**src/logic/lcv_consts.svh**
```systemverilog
// Constants for the line code and violation receiver channel
// Behaviour
// - Mode bit 0 and tuned: violations on isolated or paired marks are counted.
// - Violations inside runs longer than two marks may go uncounted.
// - Violation-mode control bit comes out of reset at 1.
// - Mode 1: same-polarity mark after a mark becomes zero, uncounted.
// - Violation preceded by a space is always detected, and in AMI always counted.
// - Alternating or sparse mark patterns show every violation in either mode.
// - Mode 1 all-marks framed pattern reports violations only after a zero.
// - Substitution patterns never hold back-to-back violations, so no conversion.
// - Tuning is shared and cleared by receive reset; host must repeat it.
// - Dual-rail AMI bypasses the encoder; received rails appear separately.
// - Single-rail coded modes output data and violation; transmit uses encoder.
// - Ternary input unless optical select set and line code field is 01.
// - Line code field picks HDB3 or AMI (E1), B8ZS or AMI (T1).
// - Optical input decodes CMI then HDB3 or AMI; CMI errors pass through.
// - HDB3 uses double-violation or extended detection per select bit.
// - AMI flags each violation not converted or missed; each error bumps a 16-bit counter that holds at ffff.
// - Three-bit source field picks recovered or synthesizer clock and its rate.
// - Each of four clock pins picks any channel clock by its own field.
`ifndef LCV_CONSTS_SVH
`define LCV_CONSTS_SVH
// Timing
`define LCV_CLK_NS         40
`define LCV_BIT_NS         488
// Reset values
`define LCV_MODE_RST       1'b1
// Tuning sequence
`define LCV_TUNE_PTR_FIRST 8'h2c
`define LCV_TUNE_COMMIT    8'h80
`define LCV_TUNE_PTR_END   8'h00
`define LCV_TUNE_ONES      8'hff
`define LCV_TUNE_ZEROS     8'h00
`define LCV_TUNE_ONES_MASK 6'h2d
`define LCV_TUNE_GROUPS    3'd6
`define LCV_TUNE_LAST_PH   2'd2
// Decoder
`define LCV_CV_MAX         16'hffff
`define LCV_ZRUN_MAX       3'h7
`define LCV_HDB3_ZEROS     3'h3
`define LCV_B8_WINDOW      2'h3
`define LCV_HDB3_CLR       8'h07
`define LCV_B8_CLR         8'h03
`define LCV_RUN_LONG       2'h2
// Clocks and buffering
`define LCV_RS_RECOVERED   3'h0
`define LCV_SYNTH_UNIT     8'h06
`define LCV_CHANNELS       4
`define LCV_FIFO_DEPTH     16
`endif

```
**src/logic/lcv_pkg.sv**
```systemverilog
// Types shared by the line code and violation receiver
package lcv_pkg;

  typedef enum logic [1:0] {
    CODE_NRZ = 2'b00,
    CODE_CMI = 2'b01,
    CODE_AMI = 2'b10,
    CODE_HDB = 2'b11
  } line_code_e;

  typedef enum logic [1:0] {
    TUNE_IDLE = 2'b00,
    TUNE_RUN  = 2'b01,
    TUNE_DONE = 2'b10
  } tune_state_e;

  // One host write to the global pointer or data register
  typedef struct packed {
    logic       wr_ptr;
    logic       wr_data;
    logic [7:0] value;
  } tune_wr_s;

  // Receive word towards the framer
  typedef struct packed {
    logic first;
    logic second;
  } rx_word_s;

  typedef struct packed {
    logic [2:0]      a_s;
    logic [2:0]      b_s;
    logic [2:0]      o_s;
    logic            a_l;
    logic            b_l;
    logic            o_l;
    logic [3:0][2:0] ck_s;
    logic [3:0]      ck_l;
    logic [7:0]      div;
    logic            half;
    logic            cmi_h1;
    logic            mode;
    logic            have_mark;
    logic            prev_neg;
    logic [1:0]      run;
    logic [2:0]      zrun;
    logic            lastv_neg;
    logic [1:0]      b8_pend;
    logic            skip;
    logic [7:0]      ddly;
    logic [7:0]      vdly;
    logic [15:0]     cv;
    tune_state_e     tst;
    logic [2:0]      grp;
    logic [1:0]      ph;
    logic [7:0]      rdiv;
    logic            rclk;
    logic [3:0]      pins;
    logic            tx_p;
    logic            tx_n;
    logic            tx_lastneg;
    logic            ovf;
  } rx_state_s;

endpackage

```
**src/logic/line_code_violation_rx.sv**
```systemverilog
// Receive line decoder, violation counter, clock selection and framer FIFO
`timescale 1ns/1ps
`default_nettype none
`include "lcv_consts.svh"

// =====================================================================
// Shift-style FIFO: head word always sits in flop zero
module lcv_fifo #(
  parameter int Width = 2,
  parameter int Depth = `LCV_FIFO_DEPTH
) (
  input  wire logic             clk_in,
  input  wire logic             reset_n_in,
  input  wire logic             in_valid_in,
  input  wire logic [Width-1:0] in_data_in,
  output logic                  in_ready_out,
  output logic                  out_valid_out,
  output logic [Width-1:0]      out_data_out,
  input  wire logic             out_ready_in
);
  localparam int CntW = $clog2(Depth + 1);

  typedef struct packed {
    logic [Depth-1:0][Width-1:0] mem;
    logic [CntW-1:0]             cnt;
    logic                        valid;
    logic                        full;
  } fifo_state_s;

  fifo_state_s q;
  fifo_state_s d;
  logic        push;
  logic        pop;
  logic [CntW-1:0] idx;

  if (Depth < 2 || Width < 1) begin : g_bad
    $error("lcv_fifo: depth must be at least 2");
  end

  // Shift on pop, write behind the last held word
  always_comb begin
    d    = q;
    push = in_valid_in && !q.full;
    pop  = q.valid && out_ready_in;
    idx  = q.cnt;
    if (pop) begin
      for (int i = 0; i < Depth - 1; i++) begin
        d.mem[i] = q.mem[i+1];
      end
      idx = q.cnt - 1'b1;
    end
    if (push) begin
      d.mem[idx] = in_data_in;
    end
    d.cnt   = idx + CntW'(push);
    d.valid = (d.cnt != '0);
    d.full  = (d.cnt == CntW'(Depth));
  end

  always_ff @(posedge clk_in or negedge reset_n_in) begin
    if (!reset_n_in) begin
      q <= '0;
    end else begin
      q <= d;
    end
  end

  assign in_ready_out  = !q.full;
  assign out_valid_out = q.valid;
  assign out_data_out  = q.mem[0];

  a_fifo_no_overrun: assert property (@(posedge clk_in) disable iff (!reset_n_in)
    q.full |=> (q.cnt == CntW'(Depth)) || $past(pop))
    else $error("fifo count changed while full without a pop");
endmodule

// =====================================================================
// One receive channel with its transmit rail mapping
module line_code_violation_rx
  import lcv_pkg::*;
#(
  parameter int Channel   = 0,
  parameter int FifoDepth = `LCV_FIFO_DEPTH
) (
  input  wire logic        clk_in,
  input  wire logic        reset_n_in,
  input  wire logic        ternary_input_a_in,
  input  wire logic        ternary_input_b_in,
  input  wire logic        optical_rx_input_in,
  input  wire logic [3:0]  other_rx_clocks_in,
  input  wire logic        violation_mode_bit_in,
  input  wire logic        optical_input_sel_in,
  input  wire logic [1:0]  line_code_field_in,
  input  wire logic        dual_rail_sel_in,
  input  wire logic        extended_violation_sel_in,
  input  wire logic        t1_mode_in,
  input  wire logic        cmi_hdb3_post_in,
  input  wire tune_wr_s    global_reg_wr_in,
  input  wire logic        receive_reset_cmd_in,
  input  wire logic [2:0]  rx_clock_source_sel_in,
  input  wire logic [11:0] clock_pin_source_sel_in,
  input  wire logic        tx_positive_input_in,
  input  wire logic        tx_negative_input_in,
  input  wire logic        rx_ready_in,
  output logic             rx_valid_out,
  output logic             rx_first_output_out,
  output logic             rx_second_output_out,
  output logic             rx_overflow_out,
  output logic             tx_line_pos_out,
  output logic             tx_line_neg_out,
  output logic             rx_clock_out,
  output logic [3:0]       clock_pins_out,
  output logic [15:0]      cv_count_out,
  output logic             tuned_out
);
  localparam int BitCyc  = `LCV_BIT_NS / `LCV_CLK_NS;
  localparam int HalfCyc = BitCyc / 2;

  if (HalfCyc < 1 || Channel < 0 || Channel >= `LCV_CHANNELS) begin : g_bad
    $error("line_code_violation_rx: bad channel or bit timing");
  end

  rx_state_s  q;
  rx_state_s  d;
  line_code_e code;
  rx_word_s   word;
  logic       half_tick, bit_tick, use_opt, dual, tuned_on;
  logic       raw_mark, raw_neg, cmi_err, bipolar_violation, conv, miss, mark, vio;
  logic       err, data, sec, fifo_ready;
  logic [7:0] clr, shifted;
  logic [2:0] psel;
  tune_wr_s   expect_wr;

  // A change counts once the second and third stages agree
  function automatic logic settle(input logic [2:0] s, input logic old);
    return (s[1] == s[2]) ? s[2] : old;
  endfunction

  // Expected host write at a point of the tuning sequence
  function automatic tune_wr_s tune_expect(input logic [2:0] grp, input logic [1:0] ph);
    tune_wr_s   w;
    logic [7:0] ptr;
    logic [5:0] ones;
    w    = '0;
    ones = `LCV_TUNE_ONES_MASK;  // A literal cannot be indexed directly
    ptr  = `LCV_TUNE_PTR_FIRST - {5'h00, grp};
    if (grp == `LCV_TUNE_GROUPS) begin
      w.wr_ptr = 1'b1;
      w.value  = `LCV_TUNE_PTR_END;
    end else if (ph == 2'h1) begin
      w.wr_data = 1'b1;
      w.value   = ones[grp] ? `LCV_TUNE_ONES : `LCV_TUNE_ZEROS;
    end else begin
      w.wr_ptr = 1'b1;
      w.value  = (ph == `LCV_TUNE_LAST_PH) ? (ptr | `LCV_TUNE_COMMIT) : ptr;
    end
    return w;
  endfunction

  // =====================================================================
  // Next-state logic
  always_comb begin
    d          = q;
    half_tick  = 1'b0;
    clr        = 8'h00;
    err        = 1'b0;
    psel       = 3'h0;
    expect_wr  = tune_expect(q.grp, q.ph);
    // Line pins come from outside, so three stages each
    d.a_s = {q.a_s[1:0], ternary_input_a_in};
    d.b_s = {q.b_s[1:0], ternary_input_b_in};
    d.o_s = {q.o_s[1:0], optical_rx_input_in};
    d.a_l = settle(q.a_s, q.a_l);
    d.b_l = settle(q.b_s, q.b_l);
    d.o_l = settle(q.o_s, q.o_l);
    for (int i = 0; i < `LCV_CHANNELS; i++) begin
      d.ck_s[i] = {q.ck_s[i][1:0], other_rx_clocks_in[i]};
      d.ck_l[i] = settle(q.ck_s[i], q.ck_l[i]);
    end
    d.mode = violation_mode_bit_in;
    // Half-bit divider; bit boundary every second half
    if (q.div == 8'(HalfCyc - 1)) begin
      d.div     = 8'h00;
      half_tick = 1'b1;
      d.half    = ~q.half;
    end else begin
      d.div = q.div + 8'h01;
    end
    bit_tick = half_tick && q.half;
    dual     = dual_rail_sel_in;
    // Optical only with the CMI field value, else ternary pair
    use_opt = optical_input_sel_in && (line_code_field_in == CODE_CMI);
    if (use_opt) begin
      code = cmi_hdb3_post_in ? CODE_HDB : CODE_AMI;
    end else begin
      code = line_code_e'(line_code_field_in);
    end
    // CMI 1T2B: 01 is a space, 00/11 a mark, 10 is passed on as an error
    if (half_tick && !q.half) begin
      d.cmi_h1 = q.o_l;
    end
    cmi_err  = use_opt && q.cmi_h1 && !q.o_l;
    raw_mark = use_opt ? (q.cmi_h1 == q.o_l) : (q.a_l ^ q.b_l);
    raw_neg  = use_opt ? ~q.o_l : q.b_l;
    bipolar_violation      = raw_mark && q.have_mark && (raw_neg == q.prev_neg);
    tuned_on = !q.mode && (q.tst == TUNE_DONE);
    // Legacy mode turns a second same-polarity mark into a zero
    conv = bipolar_violation && (q.run != 2'h0) && !tuned_on;
    // Tuned detector still loses violations deep inside long mark runs
    miss = bipolar_violation && tuned_on && (q.run >= `LCV_RUN_LONG);
    mark = raw_mark && !conv;
    vio  = bipolar_violation && !conv && !miss;
    data = mark;
    // Substitution patterns never hold back-to-back violations
    unique case (code)
      CODE_NRZ: begin
        data = q.a_l;
      end
      CODE_AMI, CODE_CMI: begin
        err = vio;
      end
      CODE_HDB: begin
        if (t1_mode_in) begin
          if (vio) begin
            data = 1'b0;
            if (q.b8_pend != 2'h0) begin
              clr = `LCV_B8_CLR;
            end else if (q.zrun < `LCV_HDB3_ZEROS) begin
              err = 1'b1;
            end
          end
        end else if (vio) begin
          data = 1'b0;
          clr  = `LCV_HDB3_CLR;
          err  = (raw_neg == q.lastv_neg);
        end else if (extended_violation_sel_in && !mark) begin
          err = (q.zrun == `LCV_HDB3_ZEROS);
        end
      end
    endcase
    err = err || cmi_err;
    if (q.skip) begin
      data = 1'b0;
    end
    // Dual rail hands the undecoded rails to the framer
    if (dual) begin
      clr  = 8'h00;
      data = (code == CODE_NRZ) ? q.a_l : (mark && !raw_neg);
      sec  = (code == CODE_NRZ) ? q.b_l : (mark && raw_neg);
    end else begin
      sec = (code == CODE_NRZ) ? 1'b0 : err;
    end
    shifted = q.ddly & ~clr;
    word.first  = q.ddly[7];
    word.second = q.vdly[7];
    if (bit_tick) begin
      d.ddly = {shifted[6:0], data};
      d.vdly = {q.vdly[6:0], sec};
      d.skip = !dual && t1_mode_in && (code == CODE_HDB) && vio && (q.b8_pend != 2'h0);
      if (err && q.cv != `LCV_CV_MAX) begin
        d.cv = q.cv + 16'h0001;
      end
      if (mark) begin
        d.have_mark = 1'b1;
        d.prev_neg  = raw_neg;
        d.run       = (q.run == 2'h3) ? q.run : q.run + 2'h1;
        d.zrun      = 3'h0;
      end else begin
        d.run  = 2'h0;
        d.zrun = (q.zrun == `LCV_ZRUN_MAX) ? q.zrun : q.zrun + 3'h1;
      end
      if (vio && code == CODE_HDB) begin
        d.lastv_neg = raw_neg;
      end
      if (vio && t1_mode_in && code == CODE_HDB) begin
        d.b8_pend = (q.b8_pend == 2'h0) ? `LCV_B8_WINDOW : 2'h0;
      end else if (q.b8_pend != 2'h0) begin
        d.b8_pend = q.b8_pend - 2'h1;
      end
      // Line cannot stall, so a full FIFO drops the word and flags it
      if (!fifo_ready) begin
        d.ovf = 1'b1;
      end
      // Transmit rails; coded single-rail modes use plain AMI marks only
      if (dual && code == CODE_AMI) begin
        d.tx_p = tx_positive_input_in;
        d.tx_n = tx_negative_input_in;
      end else if (code == CODE_NRZ) begin
        d.tx_p = tx_positive_input_in;
        d.tx_n = tx_negative_input_in;
      end else begin
        d.tx_p = tx_positive_input_in && q.tx_lastneg;
        d.tx_n = tx_positive_input_in && !q.tx_lastneg;
        d.tx_lastneg = q.tx_lastneg ^ tx_positive_input_in;
      end
    end
    // Tuning tracker; any stray write restarts the match
    if (q.tst != TUNE_DONE && (global_reg_wr_in.wr_ptr || global_reg_wr_in.wr_data)) begin
      if (global_reg_wr_in == expect_wr) begin
        d.tst = TUNE_RUN;
        if (q.grp == `LCV_TUNE_GROUPS) begin
          d.tst = TUNE_DONE;
        end else if (q.ph == `LCV_TUNE_LAST_PH) begin
          d.ph  = 2'h0;
          d.grp = q.grp + 3'h1;
        end else begin
          d.ph = q.ph + 2'h1;
        end
      end else begin
        d.tst = TUNE_IDLE;
        d.grp = 3'h0;
        d.ph  = 2'h0;
      end
    end
    // Receive reset drops the tuning and the decoder history
    if (receive_reset_cmd_in) begin
      d.tst       = TUNE_IDLE;
      d.grp       = 3'h0;
      d.ph        = 2'h0;
      d.cv        = 16'h0000;
      d.have_mark = 1'b0;
      d.run       = 2'h0;
      d.b8_pend   = 2'h0;
      d.skip      = 1'b0;
      d.ovf       = 1'b0;
    end
    // Receive clock: recovered bit clock or synthesizer divider
    if (rx_clock_source_sel_in == `LCV_RS_RECOVERED) begin
      d.rdiv = 8'h00;
      if (half_tick) begin
        d.rclk = ~q.rclk;
      end
    end else if (q.rdiv >= 8'(rx_clock_source_sel_in) * `LCV_SYNTH_UNIT - 8'h01) begin
      d.rdiv = 8'h00;
      d.rclk = ~q.rclk;
    end else begin
      d.rdiv = q.rdiv + 8'h01;
    end
    // Each output pin picks any of the four channel clocks
    for (int i = 0; i < `LCV_CHANNELS; i++) begin
      psel = clock_pin_source_sel_in[i*3 +: 3];
      if (psel == 3'(Channel)) begin
        d.pins[i] = d.rclk;
      end else if (psel < 3'(`LCV_CHANNELS)) begin
        d.pins[i] = q.ck_l[psel[1:0]];
      end else begin
        d.pins[i] = 1'b0;
      end
    end
  end

  // Mode bit holds its legacy value out of reset
  always_ff @(posedge clk_in or negedge reset_n_in) begin
    if (!reset_n_in) begin
      q      <= '0;
      q.mode <= `LCV_MODE_RST;
    end else begin
      q <= d;
    end
  end

  // =====================================================================
  // Framer side buffer
  lcv_fifo #(
    .Width ($bits(rx_word_s)),
    .Depth (FifoDepth)
  ) u_fifo (
    .clk_in        (clk_in),
    .reset_n_in    (reset_n_in),
    .in_valid_in   (bit_tick),
    .in_data_in    (word),
    .in_ready_out  (fifo_ready),
    .out_valid_out (rx_valid_out),
    .out_data_out  ({rx_first_output_out, rx_second_output_out}),
    .out_ready_in  (rx_ready_in)
  );

  assign rx_overflow_out = q.ovf;
  assign tx_line_pos_out = q.tx_p;
  assign tx_line_neg_out = q.tx_n;
  assign rx_clock_out    = q.rclk;
  assign clock_pins_out  = q.pins;
  assign cv_count_out    = q.cv;
  assign tuned_out       = q.tst[1];  // Only the done code has its upper bit set

  // =====================================================================
  // Checks
  a_conv_hides_bpv: assert property (@(posedge clk_in) disable iff (!reset_n_in)
    (bit_tick && conv && !cmi_err && !receive_reset_cmd_in) |=> $stable(q.cv))
    else $error("converted mark was counted");
  a_spaced_bpv_counts: assert property (@(posedge clk_in) disable iff (!reset_n_in)
    (bit_tick && bipolar_violation && q.run == 2'h0 && code == CODE_AMI && q.cv != `LCV_CV_MAX
     && !receive_reset_cmd_in) |=> q.cv == $past(q.cv) + 16'h0001)
    else $error("spaced violation not counted");
  a_tuned_pair_counts: assert property (@(posedge clk_in) disable iff (!reset_n_in)
    (bit_tick && tuned_on && bipolar_violation && q.run == 2'h1 && code == CODE_AMI
     && q.cv != `LCV_CV_MAX && !receive_reset_cmd_in) |=> q.cv == $past(q.cv) + 16'h0001)
    else $error("tuned paired violation not counted");
  a_long_run_missed: assert property (@(posedge clk_in) disable iff (!reset_n_in)
    (bit_tick && miss && !cmi_err && !receive_reset_cmd_in) |=> $stable(q.cv))
    else $error("long run violation unexpectedly counted");
  a_tune_cleared: assert property (@(posedge clk_in) disable iff (!reset_n_in)
    receive_reset_cmd_in |=> !tuned_out ##1 (q.tst != TUNE_DONE))
    else $error("tuning survived receive reset");
  a_optical_sample: assert property (@(posedge clk_in) disable iff (!reset_n_in)
    (use_opt && half_tick && !q.half) |=> q.cmi_h1 == $past(q.o_l))
    else $error("optical half bit not sampled");
  a_dual_bypass: assert property (@(posedge clk_in) disable iff (!reset_n_in)
    (bit_tick && dual_rail_sel_in && line_code_field_in == CODE_AMI) |=>
    (tx_line_pos_out == $past(tx_positive_input_in)
     && tx_line_neg_out == $past(tx_negative_input_in)))
    else $error("dual rail transmit not bypassed");
  a_single_viol_out: assert property (@(posedge clk_in) disable iff (!reset_n_in)
    (bit_tick && !dual && code == CODE_HDB) |=> q.vdly[0] == $past(err))
    else $error("violation indication lost in single rail");
  a_double_only: assert property (@(posedge clk_in) disable iff (!reset_n_in)
    (bit_tick && code == CODE_HDB && !t1_mode_in && !extended_violation_sel_in
     && !vio && !cmi_err) |-> !err)
    else $error("zero run flagged without extended detection");
  a_cv_step: assert property (@(posedge clk_in) disable iff (!reset_n_in)
    (q.cv != $past(q.cv)) |-> (q.cv == $past(q.cv) + 16'h0001 || q.cv == 16'h0000))
    else $error("violation counter jumped");
  a_recovered_clk: assert property (@(posedge clk_in) disable iff (!reset_n_in)
    (rx_clock_source_sel_in == `LCV_RS_RECOVERED && half_tick) |=>
    rx_clock_out != $past(rx_clock_out))
    else $error("recovered clock did not toggle");
  a_pin_select: assert property (@(posedge clk_in) disable iff (!reset_n_in)
    (clock_pin_source_sel_in[2:0] == 3'(Channel)) |=> clock_pins_out[0] == q.rclk)
    else $error("clock pin not following own channel");
endmodule
`default_nettype wire

```
**config.mk**
```make
export PLATFORM = sky130hd
export DESIGN_NAME = line_code_violation_rx
export DESIGN_NICKNAME = d
export VERILOG_FILES = /design/src/logic/lcv_pkg.sv /design/src/logic/line_code_violation_rx.sv
export VERILOG_INCLUDE_DIRS = /design/src /design/src/logic
export SDC_FILE = /design/constraint.sdc
export NUM_CORES = 1
export LEC_CHECK = 0
export BUFFER_PORTS_ARGS = -buffer_cell sky130_fd_sc_hd__clkbuf_2
export CAP_MARGIN = 20
export CORE_ASPECT_RATIO = 0.6
export CORE_MARGIN = 1
export CORE_UTILIZATION = 54
export CTS_CLUSTER_DIAMETER = 80
export DETAILED_ROUTE_END_ITERATION = 7
export PLACE_DENSITY = 0.77
export SYNTH_ARGS = -nofsm -noshare
export SYNTH_HDL_FRONTEND = slang
export SYNTH_SLANG_ARGS = --single-unit
export TNS_END_PERCENT = 10
```
**constraint.sdc**
```tcl
create_clock -name clk_in -period 2.9 [get_ports clk_in]
set_clock_uncertainty 0.15 [all_clocks]
set_input_delay 0.58 -clock clk_in [delete_from_list [all_inputs] [get_ports clk_in]]
set_output_delay 0.58 -clock clk_in [all_outputs]
set_load 0.01 [all_outputs]
```
* Yosys cells after proc, flatten, opt, wreduce, memory -nomap -nowiden *
Memories as Yosys holds them, arrays and structs flattened.
Cells that the tools add are included.

word-level totals
  flip-flop bits (word level) = 145
  output and inout port bits = 28
  bits in writable memories = 0
  logic and storage cells = 285
  bits in read-only memories = 8
  bits of input ports = 46
  memories = 1
  bits in latches = 0

memory list
  name             depth  width  rd ports  clocked after Yosys merged registers in  write ports  RTL line                       text
  (no name shown)  8      1      1         0                                        0            line_code_violation_rx.sv:152  w.value = ones[grp] ? `LCV_TUNE_ONES : `LCV_TUNE_ZEROS;

operators by class
  mux-type cells = 87
  $lt $le $gt $ge = 14
  add/subtract/negate cells = 12
  divide/modulo/power cells = 0
  bitwise operators = 9
  multiply operators = 1
  shifts and indexed selects = 0
  reduce and logical (&&, ||, !) cells = 74
  eq/ne operators = 30

operators by type and width
  kind                     number
  $mux W30                 2
  $mux W8                  6
  $mux W43                 1
  $mux W1                  41
  $logic_and A1 B1 Y1      33
  $bwmux W32               1
  $mux W2                  14
  $mux W7                  4
  $mux W23                 1
  $reduce_and A2 Y1        9
  $add A16 B1 Y16 const B  1
  $add A8 B1 Y8 const B    2
  $mux W16                 1
  $ne A16 B16 Y1 const B   1
  $logic_not A3 Y1         5
  $mux W3                  5
  $mux W5                  3
  $reduce_bool A2 Y1       7
  $lt A2 B3 Y1 const B     4
  $lt A3 B3 Y1 const B     4
  $logic_not A1 Y1         11
  $eq A1 B1 Y1             10
  $eq A10 B10 Y1           1
  $eq A2 B2 Y1 const B     5
  36 further kinds         55

* Depth between registers and ports, before layout *
Gate-level depths: netlist of run 1.

  word-level depth = 20
  mapped depth = 13
  depth with buffers taken out = 13

* Hierarchy *
Synthesis of run 1 repeated with hierarchy kept, for this count alone.

unflattened totals
  cell total of the unflattened synthesis = 789
  area total of the unflattened synthesis = 7,827.5 µm²

modules (own cells, without submodules)
  module                  seq. area each (µm²)  times used  area an instance (µm²)  cells an instance
  line_code_violation_rx  2,553.7               1           5,582.9                 587
  lcv_fifo                975.9                 1           2,244.7                 202

* Least setup slack after synthesis of run 1 *
No wires, ideal clock.

  path type = in2reg
  from = in rx_clock_source_sel_in[0]
  to = reg q (netlist bit clock_pins_out[0])
  data required time = 2.632 ns
  path slack = -0.489 ns
  arrival time = 3.121 ns
  path buffers = 0
  stages on the path = 11
  library setup time = 0.118 ns
  cells stage by stage = ha_1 fa_1 nor3_1 nand3_1 ha_1 a211oi_1 a21oi_1 a21oi_1 xnor2_1 mux4_2 nor2b_1

RTL lines
  what         RTL line                       text
  from (decl)  line_code_violation_rx.sv:100  input wire logic [2:0] rx_clock_source_sel_in,
  to (decl)    line_code_violation_rx.sv:123  rx_state_s q;

==> Flow_metrics.wiki, run 1 <==
{| class="wikitable"
! Metric !! Value
|-
| Most frequently used cell type in the post-synthesis netlist || dfrtp_1
|-
| Data required time of the critical path || a little over 3 ns
|-
| Worst hold path class || in2reg
|-
| Master of the slowest instance on the critical path || mux4_2
|-
| Gate count of the mapped netlist || 734
|-
| Worst voltage drop across the vdd grid || 344 uV
|-
| Synthesized flop and latch total || 141
|-
| Seq/Total Area, Yosys || 46.3%
|-
| Average routed wire per standard cell || approximately 17 um
|-
| Period Utilization, post-route || 111%
|-
| FF-to-FF setup slack || -0.06 ns
|-
| Global-route wire length before repair || ~28000 um
|-
| Ys async rst share || 100%
|-
| Number of iterations in the first detailed-routing pass || 5
|-
| Most common library cells after synthesis || dfrtp_1, nand2_1, mux2_2, nor2_1, ha_1
|-
| Die outline area || roughly 15000 um^2
|-
| Crit start category || input pin
|-
| Synthesized netlist net count || 816
|-
| Overall fraction of global-route tracks in use || 24.9%
|-
| Die height || about 94 um
|-
| Cell area after synthesis || between 7000 and 8000 um^2
|-
| Share of the synthesized area in the top cell type || 46.0%
|-
| P per Cell Area || slightly above 600 nW/um^2
|-
| Total clock sinks || 141
|-
| Normalized max-slew margin || 60.1%
|-
| Share of final-layout standard cells stronger than drive strength 1 || ~29%
|-
| Vias per std cell || 5.57
|-
| Clock Tree Buf Depth || 2
|-
| Crit path DAT || 3.36 ns
|-
| Final setup violation count || 6
|-
| R2R cell count || 10
|-
| Placeable core region || 13700 um^2
|-
| Initial Utilization || 55.6%
|-
| Classification of the worst setup path || in2reg
|-
| Count of inserted antenna diode cells || 0
|-
| Via total after detailed routing || ~5700
|-
| Critical path buffer and inverter count || 2
|-
| Die width || 155 um
|-
| Routability congestion estimate from global placement || between 0.8 and 0.9
|-
| Inserted Clock Buffers || 17
|-
| Total wirelength of the detailed-routed design || 17100 um
|-
| Launch point of the worst reg-to-reg path || q[71]$_DFF_PN0_
|-
| IO Count || 74
|-
| Maximum number of pins on one net before global-route repair || 57
|-
| Clock insertion delay at the later pin of the skew report || 0.42 ns
|-
| Worst hold path depth || 1
|-
| Area Overhead vs Synth || 18.5%
|-
| Post-synthesis average cell area || a little over 10 um^2
|-
| Max Fclk || 0.312 GHz
|-
| Minimum clock period || 3.21 ns
|-
| Post-route antenna net violation count || 0
|-
| Min-Delay Endpoint || q[67]$_DFF_PN1_
|-
| Slowest cell delay on critical path || 0.46 ns
|-
| Worst setup slack after layout || -0.306 ns
|-
| Via count of the first global-routing pass || 5702
|-
| Yosys warnings || 0
|-
| Outcome || finished, violations left
|-
| Number of distinct library cells after synthesis || 64
|-
| Post-synth EDFFs || 0
|-
| Violated checks || setup timing
|-
| Reported leakage power || about 4.3 nW
|-
| Root Buffer Master || clkbuf_16
|-
| Worst-path maximum fanout || 5
|-
| TritonCTS clock tree || built
|-
| Worst setup EP type || register
|-
| Cell count after placement || 994
|-
| Final count of pins violating max slew || 0
|-
| Count of buffers from port buffering || slightly above 70
|-
| Dominant register cell in the synthesized netlist || dfrtp_1
|-
| Worst-path cell chain || clkbuf_16 > ha_4 > fa_2 > xnor2_2 > buf_4 > xor2_1 > ha_1 > o21a_1 > o211ai_1 > a21oi_2 > a21oi_2 > xnor2_2 > mux4_2 > nor2b_1
|-
| Antenna violations before repair || 0
|-
| Fin. Hold Viols || 0
|-
| CTS clk-pin slew, worst paths || 0.06 ns
|-
| CP delay by family, top || adder cells
|-
| Final routed DRC violation total || 0
|-
| Level count of the clock H-tree || 4
|-
| Main area contributors after synthesis || dfrtp_1, mux2_2, ha_1
|-
| Max-cap violation count || 0
|-
| Worst hold start || violation_mode_bit_in
|-
| Initial detailed-routing violation count || around 460
|-
| Nets@finish || 905
|-
| Setup TNS || -1.26 ns
|-
| Number of standard-cell rows in the floorplan || 33
|-
| Tightest Pin Transition || 0.596 ns
|-
| Dpl hpwl || 12100 um
|-
| Number of standard cells in the final layout excluding fillers || 1028
|-
| Cell taking the most area after synthesis || dfrtp_1
|-
| Setup repair after global routing missed its margin || true
|-
| Gr ovfl total || 0
|-
| Terminus of the critical flop-to-flop path || cv_count_out[14]$_DFFE_PN0P_
|}
metal layers:
metal	GRT usage (%)	share of wire, %	routed length (um)	up-vias
li1	-	-	-	2728
met1	34.1	46	7870	2794
met2	39.1	46	7880	191
met3	6.41	6.9	1180	17
met4	7.60	1.0	177	0
met5	0	0	0	-
flip-flops by register name (all words and copies together), names as in the netlist:
signal,flops
clock_pins_out,4
cv_count_out,16
d,12
q,65
rx_clock_out,1
rx_overflow_out,1
tuned_out,1
tx_line_neg_out,1
tx_line_pos_out,1
u_fifo.out_data_out,2
u_fifo.out_valid_out,1
u_fifo.q,36
worst reg2reg max path: cells and delay by family (launching register included):
family                   cells  cell delay (ns)
AO/OA/AOI/OAI                2             0.45
adder cells (fa/ha/maj)      1             0.15
buffers and inverters        2             0.26
flip-flops                   1             0.37
AND/OR/NAND/NOR              5             1.50
kinds of logic (layout without fill, tap and decap cells):
| logic type | after synthesis | after routing | share of synthesized area, % |
|---|---|---|---|
| AND/OR/NAND/NOR | 268 | 268 | 17.2 |
| flip-flops | 141 | 141 | 46.3 |
| AO/OA/AOI/OAI | 95 | 95 | 8.43 |
| XOR/XNOR | 36 | 36 | 4.14 |
| multiplexers | 81 | 81 | 12.5 |
| buffers and inverters | 71 | 173 | 4.60 |
| adder cells (fa/ha/maj) | 42 | 42 | 6.80 |
power by group:
group,switching (W),total (W),internal [W]
clock,0.000828,0.00226,0.00143
combinational,0.000560,0.00100,0.000444
sequential,0.000144,0.00228,0.00213
total,0.00153,0.00554,0.00400
placed cells by master (no fill, tap or decap), types with 5 or more instances in the layout:
| cell | instances |
|---|---|
| nor3_1 | 10 |
| mux2i_1 | 5 |
| a21oi_1 | 24 |
| o22ai_1 | 5 |
| ha_1 | 33 |
| nor2_1 | 53 |
| nor2b_1 | 16 |
| a21o_1 | 7 |
| maj3_1 | 6 |
| nand3_1 | 26 |
| nand2_1 | 96 |
| xor2_1 | 16 |
| mux2_2 | 72 |
| clkinv_2 | 5 |
| o21ai_0 | 21 |
| clkbuf_16 | 18 |
| o31ai_1 | 5 |
| nand2b_1 | 5 |
| nand3b_1 | 6 |
| and3_1 | 8 |
| dfrtp_1 | 140 |
| inv_1 | 26 |
| buf_4 | 40 |
| xnor2_1 | 18 |
| or3_1 | 12 |
| clkbuf_2 | 70 |
worst max-delay path by stage:
stage | start | end | depth (start not counted)
after floorplan | rx_clock_source_sel_in[0] | clock_pins_out[0]$_DFF_PN0_ | 12
after global placement | rx_clock_source_sel_in[1] | clock_pins_out[2]$_DFF_PN0_ | 13
after detailed placement | rx_clock_source_sel_in[1] | clock_pins_out[1]$_DFF_PN0_ | 14
after CTS | rx_clock_source_sel_in[1] | clock_pins_out[0]$_DFF_PN0_ | 14
after global routing | rx_clock_source_sel_in[1] | clock_pins_out[2]$_DFF_PN0_ | 14
final | rx_clock_source_sel_in[1] | clock_pins_out[0]$_DFF_PN0_ | 14
layout make-up:
type | count | area (um^2)
Fill cell | 1026 | 4680
Multi-Input combinational cell | 522 | 3820
Sequential cell | 141 | 3530
Timing Repair Buffer | 115 | 737
Clock buffer | 19 | 433
Tap cell | 192 | 240
Clock inverter | 13 | 175
Inverter | 26 | 97.6
what timing repair did:
item,4_1_cts,5_1_grt
endpoints found under the setup margin,14,17
pin swaps,8,2
hold buffers,1,0
buffers inserted,0,1
gates resized for setup,9,8
hold endpoints to repair,27,0
metrics by stage:
step | area (um^2) | hold WS [ns] | utilization [%] | setup slack, ns | power (W)
after floorplan | 7650 | 0.134 | - | -0.354 | 0.00293
after global routing | 9030 | 0.0820 | 65.9 | -0.416 | 0.00578
final | 9030 | 0.0995 | 65.9 | -0.306 | 0.00554
after detailed placement | 8330 | 0.186 | 60.7 | -0.864 | 0.00325
after CTS | 8990 | 0.0887 | 65.6 | -0.327 | 0.00554
after global placement | 8330 | 0.188 | 60.7 | -0.702 | 0.00319
No activity file was read; power rests on OpenSTA's default activity.
==> run 2: changes to the inputs <==
- ABC_AREA: not set -> 1
- CTS_BUF_LIST: not set -> sky130_fd_sc_hd__clkbuf_16
==> Flow_metrics.wiki, run 2 <==
{| class="wikitable"
! Metric !! Value
|-
| Worst-path cell chain || buf_8 > ha_4 > fa_2 > nor3_4 > nand3_2 > ha_4 > nand2_4 > buf_6 > o2111ai_4 > o21ai_2 > xor2_2 > buf_4 > nand2_2 > o21ai_1 (was clkbuf_16 > ha_4 > fa_2 > xnor2_2 > buf_4 > xor2_1 > ha_1 > o21a_1 > o211ai_1 > a21oi_2 > a21oi_2 > xnor2_2 > mux4_2 > nor2b_1)
|-
| Overall fraction of global-route tracks in use || 24.2% (was 24.9%)
|-
| IO Count || 74 (unchanged)
|-
| Final count of pins violating max slew || 0 (unchanged)
|-
| Largest reg by FF count || q (unchanged)
|-
| Number of distinct library cells after synthesis || 50 (was 64)
|-
| Ys async rst share || 100% (unchanged)
|-
| Synthesized netlist net count || 1002 (was 816)
|-
| Master of the slowest instance on the critical path || fa_2 (was mux4_2)
|-
| Tightest Pin Transition || 0.666 ns (was 0.596 ns)
|-
| Minimum clock period || 2.82 ns (was 3.21 ns)
|-
| Worst hold path class || in2reg (unchanged)
|-
| Worst voltage drop across the vdd grid || 391 uV (was 344 uV)
|-
| Area Overhead vs Synth || 17.1% (was 18.5%)
|-
| Yosys warnings || 0 (unchanged)
|-
| Average routed wire per standard cell || 13.7 um (was 16.6 um)
|-
| Global-route wire length before repair || 27900 um (was 28000 um)
|-
| Clock insertion delay at the later pin of the skew report || 0.41 ns (was 0.42 ns)
|-
| Dpl hpwl || 11700 um (was 12100 um)
|-
| TritonCTS clock tree || built (unchanged)
|-
| Clock Tree Buf Depth || 2 (unchanged)
|-
| Most frequently used cell type in the post-synthesis netlist || nand2_1 (was dfrtp_1)
|-
| Total clock sinks || 145 (was 141)
|-
| Final-layout worst hold slack || 0.100 ns (was 0.0995 ns)
|-
| Cell count after placement || 1172 (was 994)
|-
| Number of standard-cell rows in the floorplan || 33 (unchanged)
|-
| Vias per std cell || 5.17 (was 5.57)
|-
| Share of final-layout standard cells stronger than drive strength 1 || 17.4% (was 28.9%)
|-
| Level count of the clock H-tree || 4 (unchanged)
|-
| Main area contributors after synthesis || dfrtp_1, nand2_1, ha_1 (was dfrtp_1, mux2_2, ha_1)
|-
| Reported leakage power || 4.46 nW (was 4.28 nW)
|-
| CP delay by family, top || adder cells (unchanged)
|-
| Die outline area || 14900 um^2 (was 14600 um^2)
|-
| Setup TNS || 0 ns (was -1.26 ns)
|-
| Worst-path maximum fanout || 3 (was 5)
|-
| Total design power || 0.00574 W (was 0.00554 W)
|-
| Post-route antenna net violation count || 0 (unchanged)
|-
| Post-synthesis average cell area || 8.43 um^2 (was 10.4 um^2)
|-
| Root Buffer Master || clkbuf_16 (unchanged)
|-
| Fin. Hold Viols || 0 (unchanged)
|-
| P per Cell Area || 633 nW/um^2 (was 613 nW/um^2)
|-
| Via total after detailed routing || 6241 (was 5730)
|-
| Synthesized flop and latch total || 145 (was 141)
|-
| Outcome || complete, no violations (was finished, violations left)
|-
| Initial Utilization || 56.0% (was 55.6%)
|-
| CTS clk-pin slew, worst paths || 0.06 ns (about the same)
|-
| Gate count of the mapped netlist || 920 (was 734)
|-
| Crit start category || input pin (unchanged)
|-
| Antenna violations before repair || 0 (unchanged)
|-
| Placeable core region || 13800 um^2 (was 13700 um^2)
|-
| Slowest cell delay on critical path || 0.50 ns (was 0.46 ns)
|-
| Inserted Clock Buffers || 17 (unchanged)
|-
| Cell area after synthesis || 7750 um^2 (was 7620 um^2)
|-
| Most frequent standard cell in the layout excluding fill and tap cells || nand2_1 (was dfrtp_1)
|-
| Max-cap violation count || 0 (unchanged)
|-
| Dominant register cell in the synthesized netlist || dfrtp_1 (unchanged)
|-
| Maximum number of pins on one net before global-route repair || 57 (unchanged)
|-
| Setup repair after global routing missed its margin || true (unchanged)
|-
| Nets@finish || 1084 (was 905)
|-
| Max Fclk || 0.355 GHz (was 0.312 GHz)
|-
| Final setup violation count || 0 (was 6)
|-
| Total wirelength of the detailed-routed design || 16500 um (was 17100 um)
|-
| Period Utilization, post-route || 97.2% (was 111%)
|-
| Final routed DRC violation total || 0 (unchanged)
|-
| Data required time of the critical path || 3.03 ns (was 3.06 ns)
|-
| Die height || 94.8 um (was 94.0 um)
|-
| Count of inserted antenna diode cells || 0 (unchanged)
|-
| Number of iterations in the first detailed-routing pass || 5 (unchanged)
|-
| Via count of the first global-routing pass || 5808 (was 5702)
|-
| Number of standard cells in the final layout excluding fillers || 1206 (was 1028)
|-
| Gr ovfl total || 0 (unchanged)
|-
| Post-synth EDFFs || 0 (unchanged)
|-
| Share of the synthesized area in the top cell type || 46.5% (was 46.0%)
|-
| Most common library cells after synthesis || nand2_1, dfrtp_1, inv_1, o21ai_0, nor2_1 (was dfrtp_1, nand2_1, mux2_2, nor2_1, ha_1)
|-
| Max reg flops || 67 (was 65)
|-
| Classification of the worst setup path || in2reg (unchanged)
|-
| Worst setup EP type || register (unchanged)
|-
| Routability congestion estimate from global placement || 0.890 (was 0.880)
|-
| Normalized max-slew margin || 55.2% (was 60.1%)
|-
| Commonest non-fill, non-tap cells in the layout || nand2_1, dfrtp_1, inv_1, clkbuf_2, o21ai_0 (was dfrtp_1, nand2_1, mux2_2, clkbuf_2, nor2_1)
|-
| Cell taking the most area after synthesis || dfrtp_1 (unchanged)
|-
| Critical path buffer and inverter count || 3 (was 2)
|-
| Initial detailed-routing violation count || 451 (was 462)
|-
| Count of buffers from port buffering || 73 (was 72)
|-
| Crit-path most repeated cell || ha_4
|-
| Seq/Total Area, Yosys || 46.8% (was 46.3%)
|-
| Crit path DAT || 2.95 ns (was 3.36 ns)
|-
| Die width || 157 um (was 155 um)
|}
-- run 2: changes by cell type in the layout (fill, tap and decap cells not counted), moves of 16 or more --
cell and change:
inv_1 +73, mux2_2 -72, nand2_1 +140, nand3_1 +16, nand4_1 +19, nor2b_1 -16
o21ai_0 +45
-- run 2: final cells by class --
type                            count  area [um^2]
Clock buffer                       17          425
Clock inverter                     14          143
Fill cell                        1109         4760
Inverter                          101          379
Multi-Input combinational cell    636         3640
Sequential cell                   145         3630
Tap cell                          192          240
Timing Repair Buffer              101          617
-- run 2: per-stage QoR --
stage	cell area [um^2]	util [%]	worst slack, ns
finish	9070	65.6	0.0818
detailed placement	8400	60.7	-0.484
CTS	8980	64.9	0.0320
global route	9070	65.6	-0.0391
global placement	8400	60.7	-0.315
floorplan	7820	-	-0.106
-- run 2: timing repair --
item / in CTS / in global routing
hold buffers: 1 / 0
resized for setup: 0 / 22
setup endpoints to repair: 1 / 4
endpoints found under the hold margin: 39 / 0
setup buffers: 1 / 1
pin swaps: 1 / 10
-- run 2: kinds of logic after synthesis --
group | synth area share [%]
AOI/OAI and AO/OA | 10.2
xor gates and xnor gates | 3.73
adders and majority gates | 6.81
buffers and inverters | 7.93
DFF | 46.8
and+or+nand+nor | 24.5
-- run 2: power by group --
group | switching (W) | total (W) | internal [W]
Combinational | 0.000757 | 0.00121 | 0.000457
Clock | 0.000836 | 0.00209 | 0.00126
Sequential | 0.000157 | 0.00243 | 0.00227
-- run 2: layer usage --
layer,global-route usage (%),wire (um),vias up
met5,0,0,-
met4,7.52,248,0
met3,4.18,838,23
met2,35.0,6800,176
met1,36.7,8580,2885
li1,-,-,3157
-- run 2: worst paths after layout --
check                                     startpoint                               end  slack, ns  depth (start not counted)
setup / recovery           rx_clock_source_sel_in[1]       clock_pins_out[0]$_DFF_PN0_       0.08                         14
setup reg to reg                   q[19]$_DFFE_PN0P_                 q[17]$_DFFE_PN0P_       0.39                         13
min in group asynchronous                 reset_n_in  u_fifo.out_data_out[0]$_DFF_PN0_       0.50                          2
hold reg to reg                     d[101]$_DFF_PN0_                  d[102]$_DFF_PN0_       0.19                          0
max in group asynchronous                 reset_n_in                   q[67]$_DFF_PN1_       1.38                          3
hold / removal                 violation_mode_bit_in                   q[67]$_DFF_PN1_       0.10                          1
==> run 3: changes to the inputs <==
- HOLD_SLACK_MARGIN: not set -> 0.15
==> Flow_metrics.wiki, run 3 (synthesized netlist as in run 2, its figures left out) <==
{| class="wikitable"
! Metric !! Value
|-
| Post-DP Area || 8400 um^2 (unchanged)
|-
| Maximum number of pins on one net before global-route repair || 57 (unchanged)
|-
| Largest reg by FF count || q (unchanged)
|-
| Outcome || complete, no violations (unchanged)
|-
| Global routing usage on met3 || 4.18% (unchanged)
|-
| TritonCTS clock tree || built (unchanged)
|-
| Initial detailed-routing violation count || 426 (was 451)
|-
| Tightest Pin Transition || 0.655 ns (was 0.666 ns)
|-
| Total clock sinks || 145 (unchanged)
|-
| Initial Utilization || 56.0% (unchanged)
|-
| Inserted Clock Buffers || 17 (unchanged)
|-
| Number of standard-cell rows in the floorplan || 33 (unchanged)
|-
| Share of final-layout standard cells stronger than drive strength 1 || 17.2% (was 17.4%)
|-
| Routability congestion estimate from global placement || 0.890 (unchanged)
|-
| Final routed DRC violation total || 0 (unchanged)
|-
| Global Route met1 Usage || 36.8% (was 36.7%)
|-
| Max reg flops || 67 (unchanged)
|-
| Number of iterations in the first detailed-routing pass || 5 (unchanged)
|-
| Worst setup EP type || register (unchanged)
|-
| Met2 Use GR || 35.3% (was 35.0%)
|-
| Placeable core region || 13800 um^2 (unchanged)
|-
| Final setup violation count || 0 (unchanged)
|-
| Beginning of the critical path || rx_clock_source_sel_in[1] (unchanged)
|-
| Final count of pins violating max slew || 0 (unchanged)
|-
| Vias per std cell || 5.15 (was 5.17)
|-
| Dpl hpwl || 11700 um (unchanged)
|-
| Master of the slowest instance on the critical path || fa_2 (unchanged)
|-
| IO Count || 74 (unchanged)
|-
| Via total after detailed routing || 6247 (was 6241)
|-
| Average routed wire per standard cell || 13.7 um (about the same)
|-
| Final Instance Area || 9150 um^2 (was 9070 um^2)
|-
| Total wirelength of the detailed-routed design || 16600 um (was 16500 um)
|-
| Crit start category || input pin (unchanged)
|-
| Worst hold path class || reg2reg (was in2reg)
|-
| Crit path DAT || 2.95 ns (about the same)
|-
| Critical path buffer and inverter count || 3 (unchanged)
|-
| Level count of the clock H-tree || 4 (unchanged)
|-
| Die outline area || 14900 um^2 (unchanged)
|-
| Clock Tree Buf Depth || 2 (unchanged)
|-
| Classification of the worst setup path || in2reg (unchanged)
|-
| Worst-path cell chain || buf_8 > ha_4 > fa_2 > nor3_4 > nand3_2 > ha_4 > nand2_4 > buf_6 > o2111ai_4 > o21ai_2 > xor2_2 > buf_4 > nand2_2 > o21ai_1 (unchanged)
|-
| Launch point of the worst reg-to-reg path || q[19]$_DFFE_PN0P_ (unchanged)
|-
| Most frequent standard cell in the layout excluding fill and tap cells || nand2_1 (unchanged)
|-
| Post-route antenna net violation count || 0 (unchanged)
|-
| Most Used Layer, Global Route || met1 (unchanged)
|-
| Global-route wire length before repair || 28100 um (was 27900 um)
|-
| Nets@finish || 1092 (was 1084)
|-
| P per Cell Area || 628 nW/um^2 (was 633 nW/um^2)
|-
| Crit-path most repeated cell || ha_4 (unchanged)
|-
| Via count of the first global-routing pass || 5833 (was 5808)
|-
| Root Buffer Master || clkbuf_16 (unchanged)
|-
| Total design power || 0.00575 W (was 0.00574 W)
|-
| Worst hold start || d[101]$_DFF_PN0_ (was violation_mode_bit_in)
|-
| Period Utilization, post-route || 97.0% (was 97.2%)
|-
| Commonest non-fill, non-tap cells in the layout || nand2_1, dfrtp_1, inv_1, clkbuf_2, o21ai_0 (unchanged)
|-
| Minimum clock period || 2.81 ns (was 2.82 ns)
|-
| Setup TNS || 0 ns (unchanged)
|-
| Area Overhead vs Synth || 18.1% (was 17.1%)
|-
| Overall fraction of global-route tracks in use || 24.3% (was 24.2%)
|-
| Max-cap violation count || 0 (unchanged)
|-
| Clock insertion delay at the later pin of the skew report || 0.41 ns (about the same)
|-
| Worst-path maximum fanout || 3 (unchanged)
|-
| CTS clk-pin slew, worst paths || 0.06 ns (about the same)
|-
| Worst voltage drop across the vdd grid || 391 uV (about the same)
|-
| Setup repair after global routing missed its margin || true (unchanged)
|-
| Max Fclk || 0.355 GHz (about the same)
|-
| Slowest cell delay on critical path || 0.50 ns (about the same)
|-
| Fin. Hold Viols || 0 (unchanged)
|-
| Reported leakage power || 4.50 nW (was 4.46 nW)
|-
| Data required time of the critical path || 3.04 ns (was 3.03 ns)
|-
| Count of inserted antenna diode cells || 0 (unchanged)
|-
| Normalized max-slew margin || 55.9% (was 55.2%)
|-
| Die height || 94.8 um (unchanged)
|-
| Die width || 157 um (unchanged)
|-
| Antenna violations before repair || 0 (unchanged)
|-
| Count of buffers from port buffering || 73 (unchanged)
|-
| CP delay by family, top || adder cells (unchanged)
|-
| Gr ovfl total || 0 (unchanged)
|}
[run 3: changes by cell type in the layout (fill, tap and decap cells not counted)]
cell           delta
dlygate4sd3_1     +8
[run 3: path summary, 6_finish.rpt]
kind	end	cells after the start	slack (ns)
setup / recovery	clock_pins_out[0]$_DFF_PN0_	14	0.09
hold / removal	d[102]$_DFF_PN0_	0	0.19
setup reg to reg	q[17]$_DFFE_PN0P_	13	0.39
hold reg to reg	d[102]$_DFF_PN0_	0	0.19
max in group asynchronous	q[67]$_DFF_PN1_	3	1.38
min in group asynchronous	u_fifo.out_data_out[0]$_DFF_PN0_	2	0.50
[run 3: timing repair]
action	4_1_cts	5_1_grt
resized for setup	0	22
setup buffers	1	1
endpoints found under the setup margin	1	4
cloned	0	0
hold buffers	9	0
endpoints found under the hold margin	47	0
pin swaps	1	10
[run 3: where the power goes]
group	switching [W]	internal, W	total [W]	leakage, nW
logic	0.000760	0.000464	0.00122	2.33
clock network	0.000835	0.00126	0.00209	0.282
registers	0.000157	0.00227	0.00243	1.88
total	0.00175	0.00400	0.00575	4.50
[run 3: through the flow]
step | worst slack, ns | utilization (%) | hold slack [ns] | cells
floorplan | -0.106 | - | 0.134 | 920
global route | -0.0391 | 66.2 | 0.199 | 1214
CTS | 0.0320 | 65.5 | 0.196 | 1213
finish | 0.0865 | 66.2 | 0.194 | 1214
detailed placement | -0.484 | 60.7 | 0.186 | 1172
global placement | -0.315 | 60.7 | 0.182 | 1172
[run 3: metal layers]
layer / up-vias / share of wire, % / wire length [um]
met5: - / 0 / 0
met4: 0 / 1.5 / 248
met3: 23 / 5.3 / 872
met2: 181 / 41 / 6850
met1: 2877 / 52 / 8610
li1: 3166 / - / -
[run 3: area by class of cell]
type	instances	area [um^2]
flip-flops and latches	145	3630
multi-input cells	636	3640
clock buffers	17	425
inverters	101	379
repair buffers	109	697
well taps	192	240
fillers	1098	4680
clock inverters	14	143
